File: src/rtl/rsou_defines.svh
// named offsets, field positions and timing figures of the status unit
// assumes inclusion by bare name from any design file
`ifndef RSOU_DEFINES_SVH
`define RSOU_DEFINES_SVH

`define RSOU_CLK_HZ        20000000
`define RSOU_TICK_US       1000
`define RSOU_CYC_PER_TICK  ((`RSOU_CLK_HZ / 1000000) * `RSOU_TICK_US)
`define RSOU_MIN_PULSE_MS  25
`define RSOU_TICK_W        16
`define RSOU_PULSE_W       8

`define RSOU_ADDR_STATE    12'h000
`define RSOU_ADDR_EVENT    12'h004
`define RSOU_ADDR_FNUM     12'h008
`define RSOU_ADDR_AREA     12'h00c
`define RSOU_ADDR_CMD      12'h010
`define RSOU_ADDR_OUTS     12'h014

`define RSOU_ST_STARTED    0
`define RSOU_ST_RUNNING    1
`define RSOU_ST_PAUSED     2
`define RSOU_ST_ESTOP      3
`define RSOU_ST_GUARD      4
`define RSOU_ST_MOTORS     5
`define RSOU_ST_HOME       6
`define RSOU_ST_TEACH      7
`define RSOU_ST_HIGHPWR    8
`define RSOU_ST_AUTO       9
`define RSOU_ST_REMSRC     10
`define RSOU_ST_PROGMODE   11
`define RSOU_ST_RIO_EN     12
`define RSOU_ST_PROG_LO    16
`define RSOU_ST_PROG_HI    18

`define RSOU_EV_ERROR      0
`define RSOU_EV_CRITICAL   1
`define RSOU_EV_WARN_SET   2
`define RSOU_EV_WARN_CLR   3

`define RSOU_IN_START      0
`define RSOU_IN_SEL_LO     1
`define RSOU_IN_SEL_HI     3
`define RSOU_IN_CLEAR      7
`define RSOU_CMD_MASK      8'hf1
`define RSOU_CMD_OVERLAP   8

`endif

File: src/rtl/rsou_pkg.sv
// state types of the remote status output unit
// assumes rsou_defines.svh is on the include path
`include "rsou_defines.svh"
package rsou_pkg;

  typedef struct packed {
    logic [1:0] meta;
    logic [1:0] stable;
  } rsou_sync_bit_t;

  typedef struct packed {
    logic [`RSOU_PULSE_W-1:0] cnt;
    logic                     held;
    logic                     qual;
  } rsou_pq_t;

  typedef struct packed {
    logic                   pready;
    logic                   pslverr;
    logic [31:0]            prdata;
    logic [18:0]            ctrl;
    logic [13:0]            fnum_sw;
    logic [31:0]            area_sw;
    logic                   fault;
    logic                   crit;
    logic                   warn;
    logic                   estop_latch;
    logic [7:0]             cmd_evt;
    logic                   overlap;
    logic [`RSOU_TICK_W-1:0] tick_cnt;
    logic                   tick;
    logic [7:0]             stat;
    logic                   motor;
    logic                   home;
    logic [2:0]             prog;
    logic                   accept;
    logic                   teach;
    logic [13:0]            fnum;
    logic [14:0]            box;
    logic [14:0]            plane;
    logic                   high;
  } rsou_state_t;

endpackage

File: src/rtl/rsou_sync.sv
// two-flip-flop synchroniser for a group of pin levels
// assumes pins are asynchronous to i_clk
`timescale 1ns/1ns
module rsou_sync
  import rsou_pkg::*;
#(
  parameter int W = 8
) (
  input  wire logic         i_clk,
  input  wire logic         i_rst,
  input  wire logic [W-1:0] i_async,
  output logic      [W-1:0] o_sync
);
  if (W < 1) begin : g_bad
    $error("rsou_sync: width must be positive");
  end

  logic [W-1:0] meta_ff;
  logic [W-1:0] stab_ff;
  logic [W-1:0] nxt_meta;
  logic [W-1:0] nxt_stab;

  always_comb begin
    nxt_meta = i_async;
    nxt_stab = meta_ff;
  end

  always_ff @(posedge i_clk) begin
    if (i_rst) begin
      meta_ff <= '0;
      stab_ff <= '0;
    end else begin
      meta_ff <= nxt_meta;
      stab_ff <= nxt_stab;
    end
  end

  assign o_sync = stab_ff;
endmodule

File: src/rtl/rsou_pulse_qual.sv
// qualifies one input line: high for a minimum number of ms ticks
// assumes i_level is already synchronised and i_tick is one cycle wide
`timescale 1ns/1ns
`include "rsou_defines.svh"
module rsou_pulse_qual
  import rsou_pkg::*;
#(
  parameter int MIN_TICKS = `RSOU_MIN_PULSE_MS
) (
  input  wire logic i_clk,
  input  wire logic i_rst,
  input  wire logic i_tick,
  input  wire logic i_level,
  output logic      o_qual,
  output logic      o_held
);
  if (MIN_TICKS < 1 || MIN_TICKS >= (1 << `RSOU_PULSE_W)) begin : g_bad
    $error("rsou_pulse_qual: MIN_TICKS out of range");
  end

  localparam logic [`RSOU_PULSE_W-1:0] MIN_CNT =
    MIN_TICKS[`RSOU_PULSE_W-1:0];

  rsou_pq_t st_ff;
  rsou_pq_t nxt_st;

  always_comb begin
    nxt_st      = st_ff;
    nxt_st.qual = 1'b0;
    if (!i_level) begin
      nxt_st.cnt  = '0;
      nxt_st.held = 1'b0;
    end else if (i_tick && !st_ff.held) begin
      // one tick of slack: the count may start mid-tick
      nxt_st.cnt = st_ff.cnt + 1'b1;
      if (nxt_st.cnt >= MIN_CNT) begin
        nxt_st.held = 1'b1;
        nxt_st.qual = 1'b1;
      end
    end
  end

  always_ff @(posedge i_clk) begin
    if (i_rst) st_ff <= '0;
    else       st_ff <= nxt_st;
  end

  assign o_qual = st_ff.qual;
  assign o_held = st_ff.held;
endmodule

File: src/rtl/rsou_top.sv
// remote status output unit: status pins toward a host, apb slave
// assumes an apb master on I_CLK and host input pins asynchronous to it
//
// Notes on behaviour
// idle output 0 high after startup done while no task runs
// running output 1 high while a task runs and none is paused
// halted output 2 high while any task is paused
// fault output 3 set on error, held until clear-fault input
// emergency-halt output 4 high while emergency stop is latched
// guard-open output 5 high while the safeguard is open
// critical-fault output 6 on critical error; clear-fault then ignored
// caution output 7 on warning; tasks keep running
// motor-power output high while motors are energised
// home-position output high while robot is at home
// program code outputs carry function number 0..7 in binary
// remote-accept high in auto with remote source, or program with rio
// teach-active output high in teach mode
// fault number outputs binary weighted, top weight 8192
// fifteen approach-area outputs follow the check boxes
// fifteen approach-plane outputs follow the check planes
// high-power output high while motor power is high
// host drives one input operation at a time; overlap raises fault
// input pulses of at least 25 ms are detected
// while faulted only the clear-fault input is acted on
// input 7 clears fault and the emergency stop latch
// all status outputs update together on the millisecond tick
`timescale 1ns/1ns
`include "rsou_defines.svh"
module rsou_top
  import rsou_pkg::*;
#(
  parameter int CYC_PER_TICK = `RSOU_CYC_PER_TICK,
  parameter int MIN_TICKS    = `RSOU_MIN_PULSE_MS
) (
  input  wire logic        I_CLK,
  input  wire logic        I_SYS_RST,
  input  wire logic        I_PSEL,
  input  wire logic        I_PENABLE,
  input  wire logic        I_PWRITE,
  input  wire logic [11:0] I_PADDR,
  input  wire logic [31:0] I_PWDATA,
  input  wire logic [7:0]  I_REMOTE_IN,
  output logic      [31:0] O_PRDATA,
  output logic             O_PREADY,
  output logic             O_PSLVERR,
  output logic             O_IDLE_FLAG,
  output logic             O_TASK_RUN_FLAG,
  output logic             O_TASK_HALT_FLAG,
  output logic             O_FAULT_FLAG,
  output logic             O_EMERGENCY_HALT_FLAG,
  output logic             O_GUARD_OPEN_FLAG,
  output logic             O_CRITICAL_FAULT_FLAG,
  output logic             O_CAUTION_FLAG,
  output logic             O_MOTOR_POWER_FLAG,
  output logic             O_HOME_POSITION_FLAG,
  output logic             O_PROGRAM_CODE_BIT0,
  output logic             O_PROGRAM_CODE_BIT1,
  output logic             O_PROGRAM_CODE_BIT2,
  output logic             O_REMOTE_ACCEPT_FLAG,
  output logic             O_TEACH_ACTIVE_FLAG,
  output logic [13:0]      O_FAULT_NUMBER,
  output logic [14:0]      O_APPROACH_AREA_FLAG,
  output logic [14:0]      O_APPROACH_PLANE_FLAG,
  output logic             O_HIGH_POWER_FLAG
);
  // refused at elaboration: the tick counter cannot hold the count
  if (CYC_PER_TICK < 1 || CYC_PER_TICK >= (1 << `RSOU_TICK_W)) begin : g_bad
    $error("rsou_top: CYC_PER_TICK out of range");
  end

  localparam logic [`RSOU_TICK_W-1:0] TICK_LAST =
    `RSOU_TICK_W'(CYC_PER_TICK - 1);

  rsou_state_t st_ff;
  rsou_state_t nxt_st;

  logic [7:0] in_sync;
  logic [7:0] in_qual;
  logic [7:0] in_held;

  rsou_sync #(.W(8)) u_sync (
    .i_clk   (I_CLK),
    .i_rst   (I_SYS_RST),
    .i_async (I_REMOTE_IN),
    .o_sync  (in_sync)
  );

  // one qualifier per line; program select lines are levels, not operations
  for (genvar g = 0; g < 8; g++) begin : g_qual
    rsou_pulse_qual #(.MIN_TICKS(MIN_TICKS)) u_pq (
      .i_clk   (I_CLK),
      .i_rst   (I_SYS_RST),
      .i_tick  (st_ff.tick),
      .i_level (in_sync[g]),
      .o_qual  (in_qual[g]),
      .o_held  (in_held[g])
    );
  end

  logic        setup;
  logic        access;
  logic        ev_fault;
  logic        mapped;
  logic        live_accept;
  logic        may_take;
  logic        overlap_now;
  logic [7:0]  cmd_new;
  logic [7:0]  cmd_busy;
  logic [7:0]  cmd_take;
  logic [31:0] rd_val;
  logic [31:0] outs_img;

  always_comb begin
    setup    = I_PSEL && !I_PENABLE;
    access   = I_PSEL && I_PENABLE && st_ff.pready;
    ev_fault = access && I_PWRITE && (I_PADDR == `RSOU_ADDR_EVENT)
            && I_PWDATA[`RSOU_EV_ERROR];
    mapped   = (I_PADDR == `RSOU_ADDR_STATE) || (I_PADDR == `RSOU_ADDR_EVENT)
            || (I_PADDR == `RSOU_ADDR_FNUM)  || (I_PADDR == `RSOU_ADDR_AREA)
            || (I_PADDR == `RSOU_ADDR_CMD)   || (I_PADDR == `RSOU_ADDR_OUTS);
    live_accept = (st_ff.ctrl[`RSOU_ST_AUTO] && st_ff.ctrl[`RSOU_ST_REMSRC])
               || (st_ff.ctrl[`RSOU_ST_PROGMODE]
                   && st_ff.ctrl[`RSOU_ST_RIO_EN]);
    // teach mode locks out every remote operation
    may_take = live_accept && !st_ff.ctrl[`RSOU_ST_TEACH];
    cmd_new  = in_qual & `RSOU_CMD_MASK;
    cmd_busy = (in_held | in_qual) & `RSOU_CMD_MASK;
    overlap_now = (cmd_new != 8'h00) && ($countones(cmd_busy) > 1);
    cmd_take = overlap_now ? 8'h00 : cmd_new;
    outs_img = {2'h0, st_ff.high, st_ff.teach, st_ff.accept, st_ff.prog,
                st_ff.home, st_ff.motor, 6'h00, st_ff.stat, 8'h00};
    unique case (I_PADDR)
      `RSOU_ADDR_STATE: rd_val = {13'h0000, st_ff.ctrl};
      `RSOU_ADDR_FNUM:  rd_val = {18'h00000, st_ff.fnum_sw};
      `RSOU_ADDR_AREA:  rd_val = st_ff.area_sw;
      `RSOU_ADDR_CMD:   rd_val = {13'h0000,
                                  in_sync[`RSOU_IN_SEL_HI:`RSOU_IN_SEL_LO],
                                  7'h00, st_ff.overlap, st_ff.cmd_evt};
      `RSOU_ADDR_OUTS:  rd_val = outs_img;
      default:          rd_val = 32'h0000_0000;
    endcase
  end

  always_comb begin
    nxt_st = st_ff;

    // apb: zero-wait answer prepared during the setup cycle
    nxt_st.pready  = setup;
    nxt_st.pslverr = setup && !mapped;
    nxt_st.prdata  = setup ? rd_val : 32'h0000_0000;

    if (access && I_PWRITE && mapped) begin
      unique case (I_PADDR)
        `RSOU_ADDR_STATE: nxt_st.ctrl    = I_PWDATA[18:0];
        `RSOU_ADDR_FNUM:  nxt_st.fnum_sw = I_PWDATA[13:0];
        `RSOU_ADDR_AREA:  nxt_st.area_sw = I_PWDATA;
        `RSOU_ADDR_CMD: begin
          nxt_st.cmd_evt = st_ff.cmd_evt & ~I_PWDATA[7:0];
          if (I_PWDATA[`RSOU_CMD_OVERLAP]) nxt_st.overlap = 1'b0;
        end
        `RSOU_ADDR_EVENT: begin
          if (I_PWDATA[`RSOU_EV_ERROR])    nxt_st.fault = 1'b1;
          if (I_PWDATA[`RSOU_EV_CRITICAL]) nxt_st.crit  = 1'b1;
          if (I_PWDATA[`RSOU_EV_WARN_CLR]) nxt_st.warn  = 1'b0;
          if (I_PWDATA[`RSOU_EV_WARN_SET]) nxt_st.warn  = 1'b1;
        end
        default: ;
      endcase
    end

    // emergency latch holds after the condition goes away
    if (st_ff.ctrl[`RSOU_ST_ESTOP]) nxt_st.estop_latch = 1'b1;

    if (overlap_now) begin
      nxt_st.fault   = 1'b1;
      nxt_st.overlap = 1'b1;
    end else if (may_take) begin
      // clear-fault has no effect once a critical error is present
      if (cmd_take[`RSOU_IN_CLEAR] && !st_ff.crit) begin
        // a software raise in the same cycle wins over the clear
        nxt_st.fault = ev_fault;
        if (!st_ff.ctrl[`RSOU_ST_ESTOP]) nxt_st.estop_latch = 1'b0;
        nxt_st.cmd_evt[`RSOU_IN_CLEAR] = 1'b1;
      end
      if (!st_ff.fault)
        nxt_st.cmd_evt = nxt_st.cmd_evt
                       | (cmd_take & ~(8'h01 << `RSOU_IN_CLEAR));
    end

    // millisecond tick
    if (st_ff.tick_cnt == TICK_LAST) begin
      nxt_st.tick_cnt = '0;
      nxt_st.tick     = 1'b1;
    end else begin
      nxt_st.tick_cnt = st_ff.tick_cnt + 1'b1;
      nxt_st.tick     = 1'b0;
    end

    // outputs move only on the tick, all from registered state
    if (st_ff.tick) begin
      nxt_st.stat[0] = st_ff.ctrl[`RSOU_ST_STARTED]
                    && !st_ff.ctrl[`RSOU_ST_RUNNING];
      nxt_st.stat[1] = st_ff.ctrl[`RSOU_ST_RUNNING]
                    && !st_ff.ctrl[`RSOU_ST_PAUSED];
      nxt_st.stat[2] = st_ff.ctrl[`RSOU_ST_PAUSED];
      nxt_st.stat[3] = st_ff.fault;
      nxt_st.stat[4] = st_ff.estop_latch;
      nxt_st.stat[5] = st_ff.ctrl[`RSOU_ST_GUARD];
      nxt_st.stat[6] = st_ff.crit;
      nxt_st.stat[7] = st_ff.warn;
      nxt_st.motor   = st_ff.ctrl[`RSOU_ST_MOTORS];
      nxt_st.home    = st_ff.ctrl[`RSOU_ST_HOME];
      nxt_st.prog    = st_ff.ctrl[`RSOU_ST_PROG_HI:`RSOU_ST_PROG_LO];
      nxt_st.accept  = live_accept;
      nxt_st.teach   = st_ff.ctrl[`RSOU_ST_TEACH];
      nxt_st.fnum    = st_ff.fnum_sw;
      nxt_st.box     = st_ff.area_sw[14:0];
      nxt_st.plane   = st_ff.area_sw[30:16];
      nxt_st.high    = st_ff.ctrl[`RSOU_ST_HIGHPWR];
    end
  end

  always_ff @(posedge I_CLK) begin
    if (I_SYS_RST) st_ff <= '0;
    else           st_ff <= nxt_st;
  end

  assign O_PRDATA              = st_ff.prdata;
  assign O_PREADY              = st_ff.pready;
  assign O_PSLVERR             = st_ff.pslverr;
  assign O_IDLE_FLAG           = st_ff.stat[0];
  assign O_TASK_RUN_FLAG       = st_ff.stat[1];
  assign O_TASK_HALT_FLAG      = st_ff.stat[2];
  assign O_FAULT_FLAG          = st_ff.stat[3];
  assign O_EMERGENCY_HALT_FLAG = st_ff.stat[4];
  assign O_GUARD_OPEN_FLAG     = st_ff.stat[5];
  assign O_CRITICAL_FAULT_FLAG = st_ff.stat[6];
  assign O_CAUTION_FLAG        = st_ff.stat[7];
  assign O_MOTOR_POWER_FLAG    = st_ff.motor;
  assign O_HOME_POSITION_FLAG  = st_ff.home;
  assign O_PROGRAM_CODE_BIT0   = st_ff.prog[0];
  assign O_PROGRAM_CODE_BIT1   = st_ff.prog[1];
  assign O_PROGRAM_CODE_BIT2   = st_ff.prog[2];
  assign O_REMOTE_ACCEPT_FLAG  = st_ff.accept;
  assign O_TEACH_ACTIVE_FLAG   = st_ff.teach;
  assign O_FAULT_NUMBER        = st_ff.fnum;
  assign O_APPROACH_AREA_FLAG  = st_ff.box;
  assign O_APPROACH_PLANE_FLAG = st_ff.plane;
  assign O_HIGH_POWER_FLAG     = st_ff.high;
endmodule

File: config.mk
export PLATFORM = sky130hd
export DESIGN_NAME = rsou_top
export DESIGN_NICKNAME = d
export VERILOG_FILES = /design/src/rtl/rsou_pkg.sv /design/src/rtl/rsou_sync.sv /design/src/rtl/rsou_pulse_qual.sv /design/src/rtl/rsou_top.sv
export VERILOG_INCLUDE_DIRS = /design/src /design/src/rtl
export SDC_FILE = /design/constraint.sdc
export NUM_CORES = 1
export LEC_CHECK = 0
export ABC_AREA = 0
export BUFFER_PORTS_ARGS = -buffer_cell sky130_fd_sc_hd__buf_2
export CAP_MARGIN = 30
export CORE_MARGIN = 10
export CORE_UTILIZATION = 30
export CTS_CLUSTER_SIZE = 12
export DETAILED_ROUTE_END_ITERATION = 7
export PLACE_DENSITY_LB_ADDON = 0.15
export SETUP_SLACK_MARGIN = 0.5
export SLEW_MARGIN = 10
export SYNTH_ARGS = -nofsm -noshare
export SYNTH_HDL_FRONTEND = slang
export SYNTH_SLANG_ARGS = --single-unit
File: constraint.sdc
create_clock -name I_CLK -period 2.3 [get_ports I_CLK]
set_clock_uncertainty 0.2 [all_clocks]
set_input_delay 0.115 -clock I_CLK [delete_from_list [all_inputs] [get_ports I_CLK]]
set_output_delay 0.115 -clock I_CLK [all_outputs]
set_load 0.03 [all_outputs]
**Word level (Yosys, flattened, before mapping)**

Cells that the tools add are included.

- Flip-flop bits (word level): 285
- Input port bits: 57

- $add $sub $neg: 13
- Order comparisons: 9
- Equal/unequal tests: 6
- Mux-type cells: 32
- Bitwise gates (word level): 21
- Reductions and logical operators: 81

Operators with widths:

| kind | count |
|---|---|
| case mux 32 bit (5 select lines) | 1 |
| adder 8 x 1 -> 8 bit, second input constant | 8 |
| greater-or-equal comparator 8 x 5 -> 1 bit, second input constant | 8 |
| two-way mux 9 bit | 4 |
| equality test 12 x 4 -> 1 bit, second input constant | 2 |
| equality test 12 x 5 -> 1 bit, second input constant | 2 |
| OR reduction 3 bit | 8 |
| logical AND 1 bit | 23 |
| AND reduction 2 bit | 11 |
| two-way mux 1 bit | 20 |
| OR reduction 2 bit | 10 |
| NOT 1 bit | 17 |
| adder 16 x 1 -> 16 bit, second input constant | 1 |
| equality test 16 x 15 -> 1 bit, second input constant | 1 |
| two-way mux 8 bit | 2 |
| logical NOT 1 bit | 14 |
| equality test 12 x 3 -> 1 bit, second input constant | 1 |
| logical NOT 12 bit | 1 |
| AND reduction 3 bit | 3 |
| AND 8 bit | 1 |
| NOT 8 bit | 1 |
| OR 8 x 7 -> 8 bit | 1 |
| OR 8 bit | 1 |
| nonzero test 2 bit | 4 |
| other kinds (8) | 17 |

**Depth between registers and ports, before layout**

- Depth in word-level cells: 15
- Depth in mapped cells: 9
- Depth with buffers taken out: 9

**Hierarchy**

From an unflattened synthesis, not the netlist that was laid out.

- Cell total of the unflattened synthesis: 1243
- Area, all modules: 11538.6 sq um

Modules (own cells, without submodules):

| module | times used | cells an instance | area each (sq um) | seq. area each (sq um) |
|---|---|---|---|---|
| rsou_top | 1 | 860 | 8065.2 | 3783.6 |
| rsou_pulse_qual | 5 | 70 | 601.8 | 200.2 |
| rsou_sync | 1 | 33 | 464.2 | 320.3 |

**Least setup slack after synthesis**

OpenSTA, ideal clock, no wires.

- Path type: reg2reg
- Start point: register g_qual[0].u_pq.st_ff (netlist bit g_qual[0].u_pq.o_held)
- End point: register st_ff[78] (netlist name)
- Arrival time: 1953 ps
- Slack: 30 ps
- Cell stages (with the launch flop): 10
- Path buffers: 0
- Period minus slack after synthesis: 2270 ps
- Cells stage by stage: dfxtp_1 -> nor2_1 -> fa_1 -> inv_1 -> ha_1 -> o21ai_0 -> and3b_1 -> a21oi_1 -> nor2_1 -> a32o_1

- Word-level cells in the longest chain between the ends: 9

Ends and longest elaborated chain:

| item | RTL line | source |
|---|---|---|
| from (decl) | rsou_pulse_qual.sv:24 | `rsou_pq_t st_ff;` |
| from (signal assigned) | rsou_pulse_qual.sv:45 | `else st_ff <= nxt_st;` |
| OR 8 bit (*) | rsou_top.sv:127 | `` cmd_busy = (in_held \| in_qual) & `RSOU_CMD_MASK; `` |
| adder 1 x 3 -> 4 bit (implied by the code) (*) | rsou_top.sv:128 | `overlap_now = (cmd_new != 8'h00) && ($countones(cmd_busy) > 1);` |
| greater-than comparator 4 x 1 -> 1 bit (*) | rsou_top.sv:128 |  |
| logical AND 1 bit (*) | rsou_top.sv:128 |  |
| two-way mux 8 bit | rsou_top.sv:129 | `cmd_take = overlap_now ? 8'h00 : cmd_new;` |
| OR 8 x 7 -> 8 bit | rsou_top.sv:186 | `nxt_st.cmd_evt = nxt_st.cmd_evt` |
| two-way mux 8 bit | rsou_top.sv:185 | `if (!st_ff.fault)` |
| two-way mux 9 bit | rsou_top.sv:177 | `end else if (may_take) begin` |
| two-way mux 9 bit (*) | rsou_top.sv:174 | `if (overlap_now) begin` |
| to (signal assigned) | rsou_top.sv:225 | `else st_ff <= nxt_st;` |
| to (decl) | rsou_top.sv:74 | `rsou_state_t st_ff;` |

Mark *: on every way between the ends. The rest lies on a longest branch, timed or not.
A chain may end at the register's enable or synchronous reset.

**Worst setup path after layout**

- Start point: register g_qual[6].u_pq.st_ff (netlist bit g_qual[6].u_pq.o_qual)
- End point: register st_ff[78] (netlist name)

- Word-level cells in the longest chain between the ends: 11
- Elaborated cells on any way between the ends: 12

Ends and longest elaborated chain:

| item | RTL line |
|---|---|
| from (decl) | rsou_pulse_qual.sv:24 |
| from (signal assigned) | rsou_pulse_qual.sv:45 |
| OR 8 bit | rsou_top.sv:127 |
| adder 1 x 1 -> 2 bit (implied by the code) | rsou_top.sv:128 |
| adder 2 x 2 -> 3 bit (implied by the code) | rsou_top.sv:128 |
| adder 1 x 3 -> 4 bit (implied by the code) | rsou_top.sv:128 |
| greater-than comparator 4 x 1 -> 1 bit | rsou_top.sv:128 |
| logical AND 1 bit (*) | rsou_top.sv:128 |
| two-way mux 8 bit | rsou_top.sv:129 |
| OR 8 x 7 -> 8 bit | rsou_top.sv:186 |
| two-way mux 8 bit | rsou_top.sv:185 |
| two-way mux 9 bit | rsou_top.sv:177 |
| two-way mux 9 bit (*) | rsou_top.sv:174 |

Marked as above.

==> summary.txt <==
Critical path
  • Reg2reg setup slack: 60 ps
  • R2r endpoint: st_ff[78]
  • Max FO, Critical Path: 4
  • Slowest-stage cell, CP: fa_1
  • Required time of the worst setup path: 2540 ps
  • Startpoint types: flop
  • Slowest cell delay on critical path: 530 ps
  • Kind of critical path: reg -> reg
  • Critical path's most frequent cell: nor2_2
  • Worst Path Arrival: 2480 ps
  • Crit. End Element: flop
  • CP startpoint: g_qual[6].u_pq.o_qual
  • Worst reg2reg path startpoint: g_qual[6].u_pq.o_qual
  • CP Cell Sequence: nor2_2 > fa_1 > inv_1 > ha_1 > o21ai_1 > and3b_2 > a21oi_4 > nor2_2 > a32o_1
  • R2R cell count: 9
  • Setup crit end: st_ff[78]

Run status
  • Violated checks: negative hold slack
  • Outcome: finished, violations left

Global route
  • Met1 Track Usage GR: 19.3%
  • Vias in the first global route: 8675
  • Antenna violations before repair: 1
  • Remaining global-route overflow: 0
  • Met3 Resource Use GR: 2.61%
  • GRT Total Usage: 13.9%
  • M2 GR Usage: 22.0%
  • First-pass GRT wire length: 49600 µm
  • Largest net degree at the start of global routing: 76
  • Gr busiest metal: met2

Synth
  • Yosys warns: 0
  • Seq cells post-synth: 255
  • Most common cell in the netlist: dfxtp_1
  • Post-synthesis instance area: 10800 µm²
  • Cells after Synth: 1209
  • Ys async rst share: 0%
  • Synth area leader: dfxtp_1
  • Post-synth EDFFs: 0
  • Syn nets: 1279
  • Post-synth top area share: 47.1%
  • Post-synthesis sequential area ratio: 47.1%
  • Syn Area/Cell: 8.97 µm²
  • Synth Flop Type: dfxtp_1
  • Post-synth cell types: 54
  • Largest cells by area after synthesis: dfxtp_1, mux2i_1, nor2_1, buf_4, nand2_1
  • List of most frequent post-synthesis cells: dfxtp_1, nor2_1, nand2_1, mux2i_1, buf_4

Power and ir drop
  • Int Power: 7490 µW
  • Max VDD drop: 0.521 mV
  • Switching Fraction: 21.9%
  • PD cells: 663 nW/µm²
  • NetSw: 2100 µW
  • Sequential group share of total power: 46.3%
  • Combinational Power Share: 3.5%
  • Clock power share: 50.2%
  • Static Leak: 0.00570 µW
  • Post-layout power: 9590 µW

Timing
  • TNS Setup: 0 ps
  • F_max: 447 MHz
  • Final Setup Violations: 0
  • Tmin final: 2240 ps
  • Slew @ Worst Pin: 975 ps
  • Final Cycle Share: 97.3%
  • Worst slew margin: 35.0%
  • Endpoints failing hold: 1
  • RSZ-0062 raised after global routing: yes
  • Max Slew Vio Count: 0
  • WHS: -7.70 ps

Die
  • IO Count: 151
  • Site Rows: 69
  • Die W: 210 µm
  • Total die area: 44200 µm²
  • Die Ht: 210 µm
  • Starting Density: 30.4%
  • Std-Cell Core Area: 35700 µm²

Detailed routing
  • WL/cell: 17.6 µm
  • Iter 0 DRT Violations: 535
  • Drt total wl: 32800 µm
  • Final ANT Viol Nets: 0
  • Drt pass-1 iters: 6
  • DR vias: 8822
  • DRC violations left: 0
  • Via-to-Cell Ratio: 4.75

Final layout
  • Number of antenna diodes: 0
  • Layout overhead on the synthesized area: 33.5%
  • Final #Nets: 1444
  • Storage cell area: 5160 µm²
  • Fin util: 40.6%
  • Fillers: 3568
  • Layout cells sized above 1: 31.9%
  • Multi-input logic area: 5660 µm²

Worst hold path
  • Worst Hold Class: in -> reg

Clock network
  • H-tree levels: 1
  • CTS tree: done
  • Total CTS buffers: 29
  • Reg clk slew, reported paths: 60 ps
  • Clk sinks: 255
  • CTS Root Cell: clkbuf_16
  • Max clock buf depth: 3
  • Worst-skew pair later-pin latency: 560 ps

Place
  • Gp weighted congestion: 0.822
  • PortBufs: 150
  • HPWL after detailed placement: 21900 µm

Job
  • # Max-Cap Violations: 0
==> power groups by stage <==
| stage | clock [µW] | combinational [µW] | sequential, µW |
|---|---|---|---|
| after floorplan | 0 | 92.9 | 4540 |
| after global placement | 0 | 217 | 4540 |
| after detailed placement | 0 | 215 | 4540 |
| after CTS | 4940 | 308 | 4440 |
| after global routing | 5120 | 365 | 4440 |
| final | 4820 | 338 | 4440 |
==> worst max-delay path, delay by kind of cell, from the launching register on <==
family          cells  cell delay (ps)
buf+inv             1               40
fa+ha+maj           2              780
compound gates      3              410
simple gates        3              370
flops               1              330
==> cell families after synthesis <==
family / share of synthesized area [%]
AOI/OAI and AO/OA: 9.86
adders and majority gates: 1.57
xor gates and xnor gates: 3.88
muxes: 8.04
DFF: 47.1
buffers and inverters: 8.73
and+or+nand+nor: 20.8
==> flip-flops by register name, indices dropped and copies added, names as in the netlist, 5 cells and up <==
register,count
O_APPROACH_AREA_FLAG,15
O_APPROACH_PLANE_FLAG,15
O_FAULT_NUMBER,14
O_PRDATA,32
g_qual.u_pq.o_held,5
g_qual.u_pq.o_qual,5
g_qual.u_pq.st_ff,40
st_ff,95
u_sync.meta_ff,8
u_sync.o_sync,8
==> per-layer routing <==
layer  part of all wire, %  wire length (µm)
met5                 0.040                13
met4                   1.2               393
met3                   5.1              1680
met2                    45             14700
met1                    49             16000
==> cell type report <==
class / instances / area share [%]
Sequential cell: 255 / 35.6
Timing Repair Buffer: 272 / 14.0
Tap cell: 461 / 3.98
Inverter: 16 / 0.415
Clock buffer: 44 / 5.95
Clock inverter: 10 / 1.00
Multi-Input combinational cell: 800 / 39.1
==> how the worst min path moves through the flow <==
stage,slack [ps],depth (start not counted),from,end
after floorplan,2,1,I_PWDATA[1],st_ff[79]
after global placement,140,2,I_REMOTE_IN[2],u_sync.meta_ff[2]
after detailed placement,130,2,I_REMOTE_IN[7],u_sync.meta_ff[7]
after CTS,2,4,I_PADDR[3],O_PSLVERR
after global routing,2,3,I_PADDR[2],st_ff[85]
final,-8,3,I_PADDR[2],st_ff[85]
==> cell usage in the layout (no fill, tap or decap), types with 5 or more instances in the layout <==
cell type,count
xor2_1,35
and2_1,8
nor3_1,14
a21oi_1,28
inv_1,12
nor2_4,11
dfxtp_1,229
dfxtp_4,8
nand2_2,6
ha_4,5
a31oi_1,6
dlygate4sd3_1,56
nor2b_1,26
dfxtp_2,18
nor3b_1,6
o2bb2ai_1,10
nand4_1,23
a211oi_1,5
a21oi_2,46
nor2_2,5
clkbuf_1,7
nand3_1,23
and4_1,7
buf_6,7
clkbuf_8,8
buf_4,46
and3_1,14
buf_12,6
a22oi_1,24
nor2_1,166
mux2i_1,85
o21ai_0,12
nand2_4,40
nand2_1,94
clkbuf_16,32
buf_2,149
xnor2_1,13
==> through the flow <==
| stage | setup WS (ps) | std cells | instance area, µm² |
|---|---|---|---|
| 6_report | 62.5 | 1858 | 14500 |
| 5_1_grt | -59.9 | 1858 | 14500 |
| 4_1_cts | 77.4 | 1848 | 13600 |
| 3_5_place_dp | 26.7 | 1718 | 11700 |
| 3_3_place_gp | 68.5 | 1718 | 11700 |
| 2_1_floorplan | 162 | 1209 | 10900 |
==> timing repair <==
item | CTS | global route
pin swaps | 31 | 71
resized for setup | 59 | 194
endpoints found under the setup margin | 99 | 141
hold endpoints to repair | 129 | 0
setup buffers | 14 | 7
cloned | 3 | 3
hold buffers | 59 | 0
(Power assumes the default switching activity.)
